`src/wake_pkg.sv`:
```
// Constants, register map and carrier types of the wake manager.
package wake_pkg;

  // Clock and filter timing.
  localparam int CLK_NS = 25;
  localparam int CNT_W = 11;
  localparam int PFT_5_NS = 5000;
  localparam int PFT_10_NS = 10000;
  localparam int PFT_20_NS = 20000;
  localparam int PFT_40_NS = 40000;
  localparam int MFT_20_NS = 20000;
  localparam int MFT_40_NS = 40000;
  localparam int LFT_30_NS = 30000;
  localparam int LFT_50_NS = 50000;
  localparam logic [CNT_W-1:0] PFT_5_CYC = CNT_W'((PFT_5_NS + CLK_NS - 1) / CLK_NS);
  localparam logic [CNT_W-1:0] PFT_10_CYC = CNT_W'((PFT_10_NS + CLK_NS - 1) / CLK_NS);
  localparam logic [CNT_W-1:0] PFT_20_CYC = CNT_W'((PFT_20_NS + CLK_NS - 1) / CLK_NS);
  localparam logic [CNT_W-1:0] PFT_40_CYC = CNT_W'((PFT_40_NS + CLK_NS - 1) / CLK_NS);
  localparam logic [CNT_W-1:0] MFT_20_CYC = CNT_W'((MFT_20_NS + CLK_NS - 1) / CLK_NS);
  localparam logic [CNT_W-1:0] MFT_40_CYC = CNT_W'((MFT_40_NS + CLK_NS - 1) / CLK_NS);
  localparam logic [CNT_W-1:0] LFT_30_CYC = CNT_W'((LFT_30_NS + CLK_NS - 1) / CLK_NS);
  localparam logic [CNT_W-1:0] LFT_50_CYC = CNT_W'((LFT_50_NS + CLK_NS - 1) / CLK_NS);

  // Register byte addresses.
  localparam logic [7:0] MAIN_STS_OFS = 8'h00;
  localparam logic [7:0] PORT_STS_OFS = 8'h04;
  localparam logic [7:0] LIN_EN_OFS = 8'h50;
  localparam logic [7:0] FILT_OFS = 8'hAC;
  localparam logic [7:0] P0_CFG_OFS = 8'hC8;
  localparam logic [7:0] P1_CFG_OFS = 8'hCC;
  localparam logic [7:0] MON_CFG_OFS = 8'hD0;

  // Field positions.
  localparam int LIN_BIT = 0;
  localparam int MON_SUM_BIT = 1;
  localparam int P0_SUM_BIT = 2;
  localparam int P1_SUM_BIT = 3;
  localparam int CYC_BIT = 4;
  localparam int FAIL_BIT = 5;
  localparam int P2_SUM_BIT = 6;
  localparam int MON_FLAG_LSB = 8;
  localparam int AUX_OT_BIT = 17;
  localparam int AUX_UV_BIT = 18;
  localparam int LIN_EN_BIT = 7;
  localparam int RISE_LSB = 0;
  localparam int FALL_LSB = 8;
  localparam int CYC_LSB = 16;
  localparam int PFT_LSB = 2;
  localparam int MFT_BIT = 1;
  localparam int LFT_BIT = 0;
  localparam int P0_FLAG_LSB = 0;
  localparam int P1_FLAG_LSB = 8;

  // Widths, masks and reset values.
  localparam int NPIN = 5;
  localparam int NFILT = 16;
  localparam int CFG_W = 21;
  localparam logic [CFG_W-1:0] CFG_MASK = 21'h1F1F1F;
  localparam logic [NPIN-1:0] P1_WAKE_MASK = 5'h17;
  localparam logic [31:0] REG_RST = 32'h00000000;

  typedef enum logic [1:0] {
    MODE_ACTIVE = 2'b00,
    MODE_STOP = 2'b01,
    MODE_SLEEP = 2'b10,
    MODE_STARTUP = 2'b11
  } power_mode_t;

  typedef struct packed {
    logic [7:0] addr;
    logic [31:0] wdata;
    logic wr;
    logic rd;
  } bus_req_t;

  typedef struct packed {
    logic hs_ot;
    logic aux_ot;
    logic aux_uv;
    logic rst_n;
    logic lin;
    logic [NPIN-1:0] mon;
    logic [NPIN-1:0] port1;
    logic [NPIN-1:0] port0;
  } wake_pins_t;

endpackage

```
`src/wake_manager.sv`:
```
// Wake manager: filtered wake sources, wake status flags and configuration registers.
//
// Contract
// - Port 0 pins and port 1 pins 0, 1, 2, 4 wake from Stop on rising, falling or both edges; port 1 pin 3 never wakes.
// - Port pins never wake the device from Sleep.
// - Reset pin wakes from Stop, never from Sleep.
// - Monitor inputs wake on either edge from Stop and Sleep.
// - LIN wake has only its single enable.
// - Aux supply failure forces a wake from Stop.
// - High-side overtemperature forces a wake from Stop or Sleep.
// - Port 2 pins never raise a wake request.
// - Port 1 config: rising enables bits 4:0, falling enables 12:8.
// - Port 1 config: cyclic-sense selects in bits 20:16.
// - Port pin filter 3:2: 10, 20, 40, 5 us.
// - Monitor filter bit 1: 20 us clear, 40 us set.
// - LIN filter bit 0: 30 us clear, 50 us set.
// - LIN enable at bit 7; other bits read zero.
// - Main status bit 18 aux undervoltage, bit 17 aux overtemperature.
// - Monitor flags in bits 12:8; rh flags clear on read.
// - Bit 4 timed wake, bit 0 LIN wake, clear on read.
// - Summary bits 1, 2, 3 OR the per-pin flags; bit 6 (port 2) always reads zero.
// - Bit 5 shows a wake by aux supply failure.
// - Cyclic-sense inputs accepted only while the sense gate is high.
// - Port status: port 1 pins bits 8,9,10,12; port 0 bits 4:0.
// - Accepted wake starts the power manager's start-up sequence.
//
// Implementation choice: the strobed register port.
`timescale 1ns/1ps

module wake_manager (
  // Clock and reset.
  input wire logic ref_clk_i,
  input wire logic rst_n_i,
  // Register port.
  input wire wake_pkg::bus_req_t bus_i,
  output logic [31:0] rdata_o,
  // Wake sources from pins.
  input wire wake_pkg::wake_pins_t pins_i,
  // Power and cyclic unit side.
  input wire wake_pkg::power_mode_t power_mode_i,
  input wire logic highside_sense_gate_i,
  input wire logic timed_wake_i,
  output logic wake_req_o
);
  import wake_pkg::*;

  typedef struct packed {
    wake_pins_t s1;
    wake_pins_t s2;
    logic [NFILT-1:0] stable;
    logic [NFILT-1:0][CNT_W-1:0] cnt;
    logic lin_en;
    logic [3:0] filt;
    logic [CFG_W-1:0] p0_cfg;
    logic [CFG_W-1:0] p1_cfg;
    logic [CFG_W-1:0] mon_cfg;
    logic [NPIN-1:0] p0_flag;
    logic [NPIN-1:0] p1_flag;
    logic [NPIN-1:0] mon_flag;
    logic lin_flag;
    logic cyc_flag;
    logic uv_flag;
    logic ot_flag;
    logic [31:0] rdata;
    logic wake;
  } state_t;

  state_t r;
  state_t n;

  ////////////////////////////////////////////////////////////////////////
  // Helpers.

  // Filter length for input index i: 0-9 port pins, 10-14 monitors, 15 LIN.
  function automatic logic [CNT_W-1:0] filt_limit(input int i, input logic [3:0] f);
    logic [CNT_W-1:0] lim;
    lim = PFT_10_CYC;
    if (i == NFILT - 1) begin
      lim = f[LFT_BIT] ? LFT_50_CYC : LFT_30_CYC;
    end else if (i >= 2 * NPIN) begin
      lim = f[MFT_BIT] ? MFT_40_CYC : MFT_20_CYC;
    end else begin
      case (f[PFT_LSB +: 2])
        2'b00: lim = PFT_10_CYC;
        2'b01: lim = PFT_20_CYC;
        2'b10: lim = PFT_40_CYC;
        2'b11: lim = PFT_5_CYC;
        default: lim = PFT_10_CYC;
      endcase
    end
    return lim;
  endfunction

  // Edge qualification of one pin against its configuration word.
  function automatic logic edge_hit(input logic acc, input logic lvl,
                                    input logic [CFG_W-1:0] cfg, input int k,
                                    input logic gate);
    logic en;
    en = lvl ? cfg[RISE_LSB + k] : cfg[FALL_LSB + k];
    return acc & en & (~cfg[CYC_LSB + k] | gate);
  endfunction

  // Clear-on-read flag update: an event in the clearing read cycle keeps the flag set.
  function automatic logic [NPIN-1:0] flag_vec(input logic [NPIN-1:0] old_v, input logic clr,
                                               input logic [NPIN-1:0] ev);
    return (old_v & ~{NPIN{clr}}) | ev;
  endfunction

  function automatic logic flag_bit(input logic old_v, input logic clr, input logic ev);
    return (old_v & ~clr) | ev;
  endfunction

  ////////////////////////////////////////////////////////////////////////
  // Next-state logic.

  always_comb begin
    logic [NFILT-1:0] cur;
    logic [NFILT-1:0] acc;
    logic [CNT_W-1:0] lim;
    logic [NPIN-1:0] p0_ev;
    logic [NPIN-1:0] p1_ev;
    logic [NPIN-1:0] mon_ev;
    logic stop;
    logic lowp;
    logic lin_ev;
    logic rst_ev;
    logic uv_ev;
    logic ot_ev;
    logic hs_ev;
    logic cyc_ev;
    logic rd_main;
    logic rd_port;
    logic [31:0] mux;
    cur = '0;
    acc = '0;
    lim = '0;
    p0_ev = '0;
    p1_ev = '0;
    mon_ev = '0;
    stop = 1'b0;
    lowp = 1'b0;
    lin_ev = 1'b0;
    rst_ev = 1'b0;
    uv_ev = 1'b0;
    ot_ev = 1'b0;
    hs_ev = 1'b0;
    cyc_ev = 1'b0;
    rd_main = 1'b0;
    rd_port = 1'b0;
    mux = REG_RST;
    n = r;

    // Two-stage synchronisers; only the second stage is read below.
    n.s1 = pins_i;
    n.s2 = r.s1;

    cur = {r.s2.lin, r.s2.mon, r.s2.port1, r.s2.port0};
    for (int i = 0; i < NFILT; i++) begin
      lim = filt_limit(i, r.filt);
      if (cur[i] != r.stable[i]) begin
        // A level must hold for the full filter before it is taken.
        if (r.cnt[i] >= lim - CNT_W'(1)) begin
          n.stable[i] = cur[i];
          n.cnt[i] = '0;
          acc[i] = 1'b1;
        end else begin
          n.cnt[i] = r.cnt[i] + CNT_W'(1);
        end
      end else begin
        // A glitch shorter than the filter restarts the count.
        n.cnt[i] = '0;
      end
    end

    stop = (power_mode_i == MODE_STOP);
    lowp = stop | (power_mode_i == MODE_SLEEP);

    for (int k = 0; k < NPIN; k++) begin
      p0_ev[k] = stop & edge_hit(acc[k], cur[k], r.p0_cfg, k, highside_sense_gate_i);
      p1_ev[k] = stop & P1_WAKE_MASK[k] &
                 edge_hit(acc[NPIN + k], cur[NPIN + k], r.p1_cfg, k, highside_sense_gate_i);
      mon_ev[k] = lowp &
                  edge_hit(acc[2 * NPIN + k], cur[2 * NPIN + k], r.mon_cfg, k, highside_sense_gate_i);
    end

    // LIN wake is the filtered start of a dominant (low) phase, taken once the filter expires.
    lin_ev = lowp & r.lin_en & acc[NFILT - 1] & ~cur[NFILT - 1];
    rst_ev = stop & ~r.s2.rst_n;
    uv_ev = stop & r.s2.aux_uv;
    ot_ev = stop & r.s2.aux_ot;
    hs_ev = lowp & r.s2.hs_ot;
    cyc_ev = lowp & timed_wake_i;

    // Port 2 has no input path, so it can never add to this sum.
    n.wake = |{p0_ev, p1_ev, mon_ev, lin_ev, rst_ev, uv_ev, ot_ev, hs_ev, cyc_ev};

    rd_main = bus_i.rd & (bus_i.addr == MAIN_STS_OFS);
    rd_port = bus_i.rd & (bus_i.addr == PORT_STS_OFS);

    // A source that fires in the clearing read cycle keeps its flag.
    n.mon_flag = flag_vec(r.mon_flag, rd_main, mon_ev);
    n.lin_flag = flag_bit(r.lin_flag, rd_main, lin_ev);
    n.cyc_flag = flag_bit(r.cyc_flag, rd_main, cyc_ev);
    n.uv_flag = flag_bit(r.uv_flag, rd_main, uv_ev);
    n.ot_flag = flag_bit(r.ot_flag, rd_main, ot_ev);
    n.p0_flag = flag_vec(r.p0_flag, rd_port, p0_ev);
    n.p1_flag = flag_vec(r.p1_flag, rd_port, p1_ev);

    if (bus_i.wr) begin
      case (bus_i.addr)
        LIN_EN_OFS: n.lin_en = bus_i.wdata[LIN_EN_BIT];
        FILT_OFS: n.filt = bus_i.wdata[3:0];
        P0_CFG_OFS: n.p0_cfg = bus_i.wdata[CFG_W-1:0] & CFG_MASK;
        P1_CFG_OFS: n.p1_cfg = bus_i.wdata[CFG_W-1:0] & CFG_MASK;
        MON_CFG_OFS: n.mon_cfg = bus_i.wdata[CFG_W-1:0] & CFG_MASK;
        default: n.filt = r.filt;
      endcase
    end

    case (bus_i.addr)
      MAIN_STS_OFS: begin
        mux[LIN_BIT] = r.lin_flag;
        mux[MON_SUM_BIT] = |r.mon_flag;
        mux[P0_SUM_BIT] = |r.p0_flag;
        mux[P1_SUM_BIT] = |r.p1_flag;
        mux[CYC_BIT] = r.cyc_flag;
        mux[FAIL_BIT] = r.uv_flag | r.ot_flag;
        mux[P2_SUM_BIT] = 1'b0;
        mux[MON_FLAG_LSB +: NPIN] = r.mon_flag;
        mux[AUX_OT_BIT] = r.ot_flag;
        mux[AUX_UV_BIT] = r.uv_flag;
      end
      PORT_STS_OFS: begin
        mux[P0_FLAG_LSB +: NPIN] = r.p0_flag;
        mux[P1_FLAG_LSB +: NPIN] = r.p1_flag & P1_WAKE_MASK;
      end
      LIN_EN_OFS: mux[LIN_EN_BIT] = r.lin_en;
      FILT_OFS: mux[3:0] = r.filt;
      P0_CFG_OFS: mux[CFG_W-1:0] = r.p0_cfg;
      P1_CFG_OFS: mux[CFG_W-1:0] = r.p1_cfg;
      MON_CFG_OFS: mux[CFG_W-1:0] = r.mon_cfg;
      default: mux = REG_RST;
    endcase
    // Read data stand for one cycle only; otherwise the port shows zero.
    n.rdata = bus_i.rd ? mux : REG_RST;
  end

  ////////////////////////////////////////////////////////////////////////
  // State register.

  always_ff @(posedge ref_clk_i or negedge rst_n_i) begin
    if (!rst_n_i) begin
      r <= '0;
    end else begin
      r <= n;
    end
  end

  assign rdata_o = r.rdata;
  assign wake_req_o = r.wake;

endmodule

```
`config.mk`:
```
export PLATFORM = sky130hd
export DESIGN_NAME = wake_manager
export DESIGN_NICKNAME = d
export VERILOG_FILES = /design/src/wake_pkg.sv /design/src/wake_manager.sv
export SDC_FILE = /design/constraint.sdc
export NUM_CORES = 1
export LEC_CHECK = 0
export ABC_AREA = 1
export BUFFER_PORTS_ARGS = -buffer_cell sky130_fd_sc_hd__buf_2
export CAP_MARGIN = 25
export CORE_ASPECT_RATIO = 0.75
export CORE_MARGIN = 5
export CORE_UTILIZATION = 50
export CTS_CLUSTER_SIZE = 30
export DETAILED_ROUTE_END_ITERATION = 8
export MAX_ROUTING_LAYER = met4
export PLACE_DENSITY = 0.76
export SLEW_MARGIN = 20
export SYNTH_ARGS = -nofsm -noshare
export SYNTH_HDL_FRONTEND = slang
export SYNTH_SLANG_ARGS = --single-unit
```
`constraint.sdc`:
```
create_clock -name ref_clk_i -period 4.54 [get_ports ref_clk_i]
set_clock_uncertainty 0.1 [all_clocks]
set_input_delay 0.227 -clock ref_clk_i [delete_from_list [all_inputs] [get_ports ref_clk_i]]
set_output_delay 0.227 -clock ref_clk_i [all_outputs]
set_load 0.1 [all_outputs]
```
==> impl_metrics.yaml, run 1 <==
route:
  firstDrtPassIters: 5
  route.vias.total: 12500
  drtIter0Drc: 1002
  wl_mm: 36.3
  via_per_inst: 5.26
  wire_per_inst_microns: 15.3
  ant_nets: 0
  remaining_drc_errors: 0
finish:
  fillCellCount: 2696
  drive_gt1_share_pct: 9.45
  fin_cells: 2375
  layout_commonest_cell: "nand2_1"
  mostFrequentLayoutCells: "nand2_1, dfrtp_1, nor2_1"
  nets: 2114
  synthToLayoutAreaGrowth_pct: 12.9
pwr:
  power_frac_comb_pct: 9.3
  p_int_mw: 4.63
  pwr-share-clk_pct: 44.2
  powerDensity_nw_per_um2: 339
  switchingPower_mw: 1.54
  seqPwrFrac_pct: 46.5
  power_mw: 6.17
  p_sw_share_pct: 25.0
  irDropWorstVdd_uv: 272
  power.leakage_nw: 9.07
setup_path:
  crit_fanout: 19
  regToRegSetupSlack_ns: 1.39
  slowest_delay_ns: 0.41
  critPathKind: "register to register"
  timing.rr.end: "r[140]"
  slowest_stage: "dfrtp_1"
  crit_required_ns: 4.93
  crit_top_cell: "nand2_1"
  crit_chain: "inv_1 > ha_1 > buf_4 > inv_1 > ha_1 > inv_1 > nor2_1 > nand2_1 > nand2_1 > nor2_1 > nand2_1 > nand2_1 > nand3_1 > o21bai_1 > a21oi_1"
  cp-start-kind: "register"
  cp-end-kind: "register"
  rr_startpoint: "r[117]"
  rr_worst_depth: 15
  cp_top_family: "buffers and inverters"
  arrival_ns: 3.54
  critPathBufInv: 4
synthesis:
  async_flop_share_pct: 100
  yosysTopAreaCell: "dfrtp_1"
  syn_inst: 1843
  yosys_warnings: 0
  synth_top_area_share_pct: 47.4
  ys.flop_type: "dfrtp_1"
  synth_area_sq_um: 16100
  synth-edff-count: 0
  seq_area_frac_synth_pct: 47.4
  synthTopCellsByArea: "dfrtp_1, nand2_1, ha_1"
  yosys.cell_types.count: 53
  synth_seq_cells: 305
  syn_avg_cell_area_sq_um: 8.74
sta:
  fin_crit_ns: 3.15
  relSlewSlack_pct: 34.9
  maxSlewViolCount: 0
  fmax_ghz: 0.317
  setup_violations: 0
  worstMarginPinSlew_ns: 0.974
  rsz0062_at_grt: "no"
  finalHoldViolations: 0
  tns_ns: 0
  fin_crit_sh_pct: 69.4
hold_path:
  hp-start: "power_mode_i[0]"
  min_path_cells: 5
  hold_class: "primary input to register"
  hold_end: "r[36]"
placement:
  dp_hpwl_mm: 26.1
  dp_cells: 2275
  place.gp.congestion: 0.929
  portBuffers: 68
grt:
  antenna_found_initial: 1
  grt_pass1_vias: 12500
  grt_pass1_wl_mm: 60.6
  grt_max_degree: 120
  grt_usage_pct: 21.0
  grt-ovfl-total: 0
cts:
  cts_resized: 0
  clockBufferDepth: 3
  clkTransAtPathRegs_ns: 0.07
  htree_levels: 1
  insertion_delay_ns: 0.57
  cts_root_buf: "clkbuf_16"
  numCtsBuffers: 30
  cts_tree: "done"
  post_cts_buffers: 0
  hold_buffers: 41
  clkSinkCount: 305
die:
  die_x_microns: 217
  fp.dieH_microns: 165
  start_util_pct: 51.1
  die_area_sq_um: 35900
  rows: 56
  core_area_sq_um: 31500
  io-pin-count: 101
job:
  cap_violations: 0
run_status:
  status: "completed"
## worst max path at each step
stage | end | slack (ns) | from | cells past startpoint
detailed placement | r[140] | 1.46 | r[117] | 15
global placement | r[140] | 1.50 | r[117] | 15
global route | wake_req_o | 1.13 | r[117] | 19
finish | r[140] | 1.39 | r[117] | 15
CTS | r[140] | 1.43 | r[117] | 15
floorplan | r[167] | 1.85 | r[117] | 12
## power groups by stage
stage	registers (mW)	clock network, mW	logic, mW
floorplan	2.90	0	0.368
global placement	2.91	0	0.523
detailed placement	2.91	0	0.544
CTS	2.86	2.78	0.574
global route	2.87	2.89	0.651
finish	2.87	2.73	0.573
## worst min-delay path: stages
cell	delay, ns
buf_2	0.08
ha_1	0.18
nor4_1	0.07
nand2_1	0.11
nand2_1	0.06
## Yosys cell counts, types with 9 or more instances
master	number
nand2_1	372
nand2_2	10
o21ai_0	80
inv_1	216
xor2_1	62
xnor2_1	35
o21ai_1	28
nor3b_1	21
ha_1	102
a31oi_1	10
a21oi_1	48
clkbuf_1	9
nand3b_1	15
buf_4	33
nor3_1	38
dfrtp_1	305
nor2_1	240
and3_1	12
buf_2	9
buf_6	10
nand4_1	27
nand3_1	58
o22ai_1	15
## registers in the layout, summed over array words and instances (netlist names)
register    count
r             268
n              19
rdata_o        17
wake_req_o      1
## layout make-up
class / count / area (sq um) / share of cell area, %
tap: 406 / 508 / 2.79
clock inverter: 16 / 228 / 1.25
timing repair buffer: 116 / 853 / 4.69
multi-input combinational: 1272 / 7260 / 39.9
antenna: 1 / 2.50 / 0.0138
clock buffer: 40 / 880 / 4.84
sequential: 305 / 7630 / 42.0
inverter: 219 / 822 / 4.52
## per-stage QoR
stage / hold WS [ns] / setup WS (ns) / util, % / cell area (sq um)
2_1_floorplan: -0.169 / 1.85 / - / 16200
3_5_place_dp: 0.235 / 1.46 / 52.8 / 16600
5_1_grt: 0.117 / 1.13 / 57.7 / 18200
3_3_place_gp: 0.233 / 1.50 / 52.8 / 16600
4_1_cts: 0.0755 / 1.43 / 57.6 / 18200
6_report: 0.0959 / 1.39 / 57.7 / 18200
## kinds of logic (layout without fill, tap and decap cells)
| logic type | Yosys count | in the layout | synth area share [%] |
|---|---|---|---|
| simple gates | 846 | 846 | 24.0 |
| flops | 305 | 305 | 47.4 |
| buf+inv | 280 | 391 | 7.83 |
| compound gates | 210 | 210 | 7.42 |
| fa+ha+maj | 102 | 102 | 7.93 |
| xor+xnor | 97 | 97 | 5.28 |
| mux | 2 | 2 | 0.140 |
| other cells | 1 | 16 | 0.0233 |
## per-layer routing
layer	track usage (%)	part of all wire (%)	up-vias
met5	-	0	-
met4	5.17	2.6	0
met3	5.60	8.3	71
met2	32.2	44	385
met1	28.4	45	5896
li1	-	-	6133
(Power assumes the default switching activity.)
==> inputs of run 2 (changes only) <==
Settings changed: PLACE_DENSITY 0.76 to 0.78.
Clock period 4.54 ns to 2.9 ns, I/O delays scaled along.
==> impl_metrics.yaml, run 2 (same netlist as run 1, synthesis figures left out) <==
setup_path:
  cp-start-kind: "register"
  crit_required_ns: 3.27
  critPathKind: "register to register"
  arrival_ns: 3.05
  crit_path_start: "r[117]"
  rr_startpoint: "r[117]"
  cp-end-kind: "register"
  crit_fanout: 11
finish:
  drive_gt1_share_pct: 10.3
  fin_cells: 2389
  synthToLayoutAreaGrowth_pct: 13.4
  regMostFlops: "r"
  nets: 2129
  largest_register_ffs: 268
  layout_commonest_cell: "nand2_1"
  mostFrequentLayoutCells: "nand2_1, dfrtp_1, nor2_1"
cts:
  insertion_delay_ns: 0.57
  htree_levels: 1
  numCtsBuffers: 29
  clkTransAtPathRegs_ns: 0.07
  cts_tree: "done"
  clockBufferDepth: 3
  clkSinkCount: 305
  cts_root_buf: "clkbuf_16"
route:
  route.vias.total: 12800
  ant_nets: 0
  firstDrtPassIters: 6
  remaining_drc_errors: 0
  via_per_inst: 5.37
  wire_per_inst_microns: 15.6
  wl_mm: 37.3
  drtIter0Drc: 998
sta:
  relSlewSlack_pct: 46.8
  finalHoldViolations: 0
  hold_slack_ns: 0.0346
  fmax_ghz: 0.373
  fin_crit_ns: 2.68
  worstMarginPinSlew_ns: 0.798
  fin_crit_sh_pct: 92.4
  tns_ns: 0
  rsz0062_at_grt: "yes"
  maxSlewViolCount: 0
  setup_violations: 0
pwr:
  irDropWorstVdd_uv: 436
  power_frac_comb_pct: 10.0
  seqPwrFrac_pct: 47.0
  power.leakage_nw: 9.11
  p_int_mw: 7.12
  powerDensity_nw_per_um2: 522
  switchingPower_mw: 2.41
  p_sw_share_pct: 25.3
  power_mw: 9.53
  pwr-share-clk_pct: 43.0
grt:
  grt-ovfl-total: 0
  antenna_found_initial: 2
  grt_pass1_vias: 12600
  grt_usage_pct: 21.6
  grt_max_degree: 86
  grt_pass1_wl_mm: 62.2
placement:
  dp_hpwl_mm: 26.6
  place.gp.congestion: 0.981
  portBuffers: 68
  dp_cells: 2289
die:
  start_util_pct: 51.1
  rows: 56
  die_area_sq_um: 35900
  fp.dieH_microns: 165
  io-pin-count: 101
  die_x_microns: 217
  core_area_sq_um: 31500
hold_path:
  hold_class: "primary input to async pin"
run_status:
  status: "completed"
job:
  cap_violations: 0
[run 2: worst max-delay path, cell delays in order (launching register included)]
cell and delay, ns:
dfrtp_1 0.40, inv_1 0.10, ha_1 0.37, buf_4 0.22, ha_1 0.31, nand2_1 0.07, nand2_1 0.04, nand2_1 0.05
nand2_1 0.04, nor2_1 0.09, nand2_1 0.05, nand2_1 0.05, nand2_1 0.05, nand2_1 0.09, nand2_2 0.07, or2_4 0.30
nor3_1 0.16
[run 2: path summary, 6_finish.rpt]
kind	end	slack [ns]	depth (start not counted)
max	r[188]	0.22	16
min	r[223]	0.03	2
max reg2reg	r[188]	0.22	16
min reg2reg	r[313]	0.24	0
max in group asynchronous	n[330]	1.80	3
min in group ref_clk_i	r[70]	0.07	4
[run 2: cell type report]
| class | count | area, sq um |
|---|---|---|
| inverters | 219 | 830 |
| clock inverters | 15 | 188 |
| clock buffers | 39 | 853 |
| fillers | 2658 | 13300 |
| flip-flops and latches | 305 | 7630 |
| multi-input cells | 1272 | 7270 |
| diodes | 1 | 2.50 |
| repair buffers | 132 | 971 |
| well taps | 406 | 508 |
[run 2: stage by stage]
| stage | worst slack (ns) | utilization (%) | area [sq um] |
|---|---|---|---|
| after floorplan | 0.210 | - | 16200 |
| after global placement | 0.200 | 53.1 | 16800 |
| after detailed placement | 0.127 | 53.1 | 16800 |
| after CTS | 0.115 | 57.7 | 18200 |
| after global routing | -0.0235 | 57.9 | 18300 |
| final | 0.221 | 57.9 | 18300 |
[run 2: routing by layer]
metal  GRT usage [%]  part of all wire (%)
met4            6.00                   2.8
met2            32.5                    44
met1            29.6                    45
met5               -                     0
met3            5.12                   8.1
[run 2: power by group through the flow]
stage | Sequential, mW | Clock [mW] | Combinational, mW
6_report | 4.48 | 4.10 | 0.951
5_1_grt | 4.49 | 4.39 | 1.08
4_1_cts | 4.48 | 4.19 | 0.933
3_5_place_dp | 4.56 | 0 | 0.884
3_3_place_gp | 4.55 | 0 | 0.841
2_1_floorplan | 4.54 | 0 | 0.576
[run 2: repair_timing]
| item | in CTS | in global routing |
|---|---|---|
| gates resized for setup | 0 | 4 |
| hold buffers | 41 | 0 |
| endpoints found under the setup margin | 0 | 24 |
| setup buffers | 0 | 4 |
| endpoints found under the hold margin | 366 | 0 |
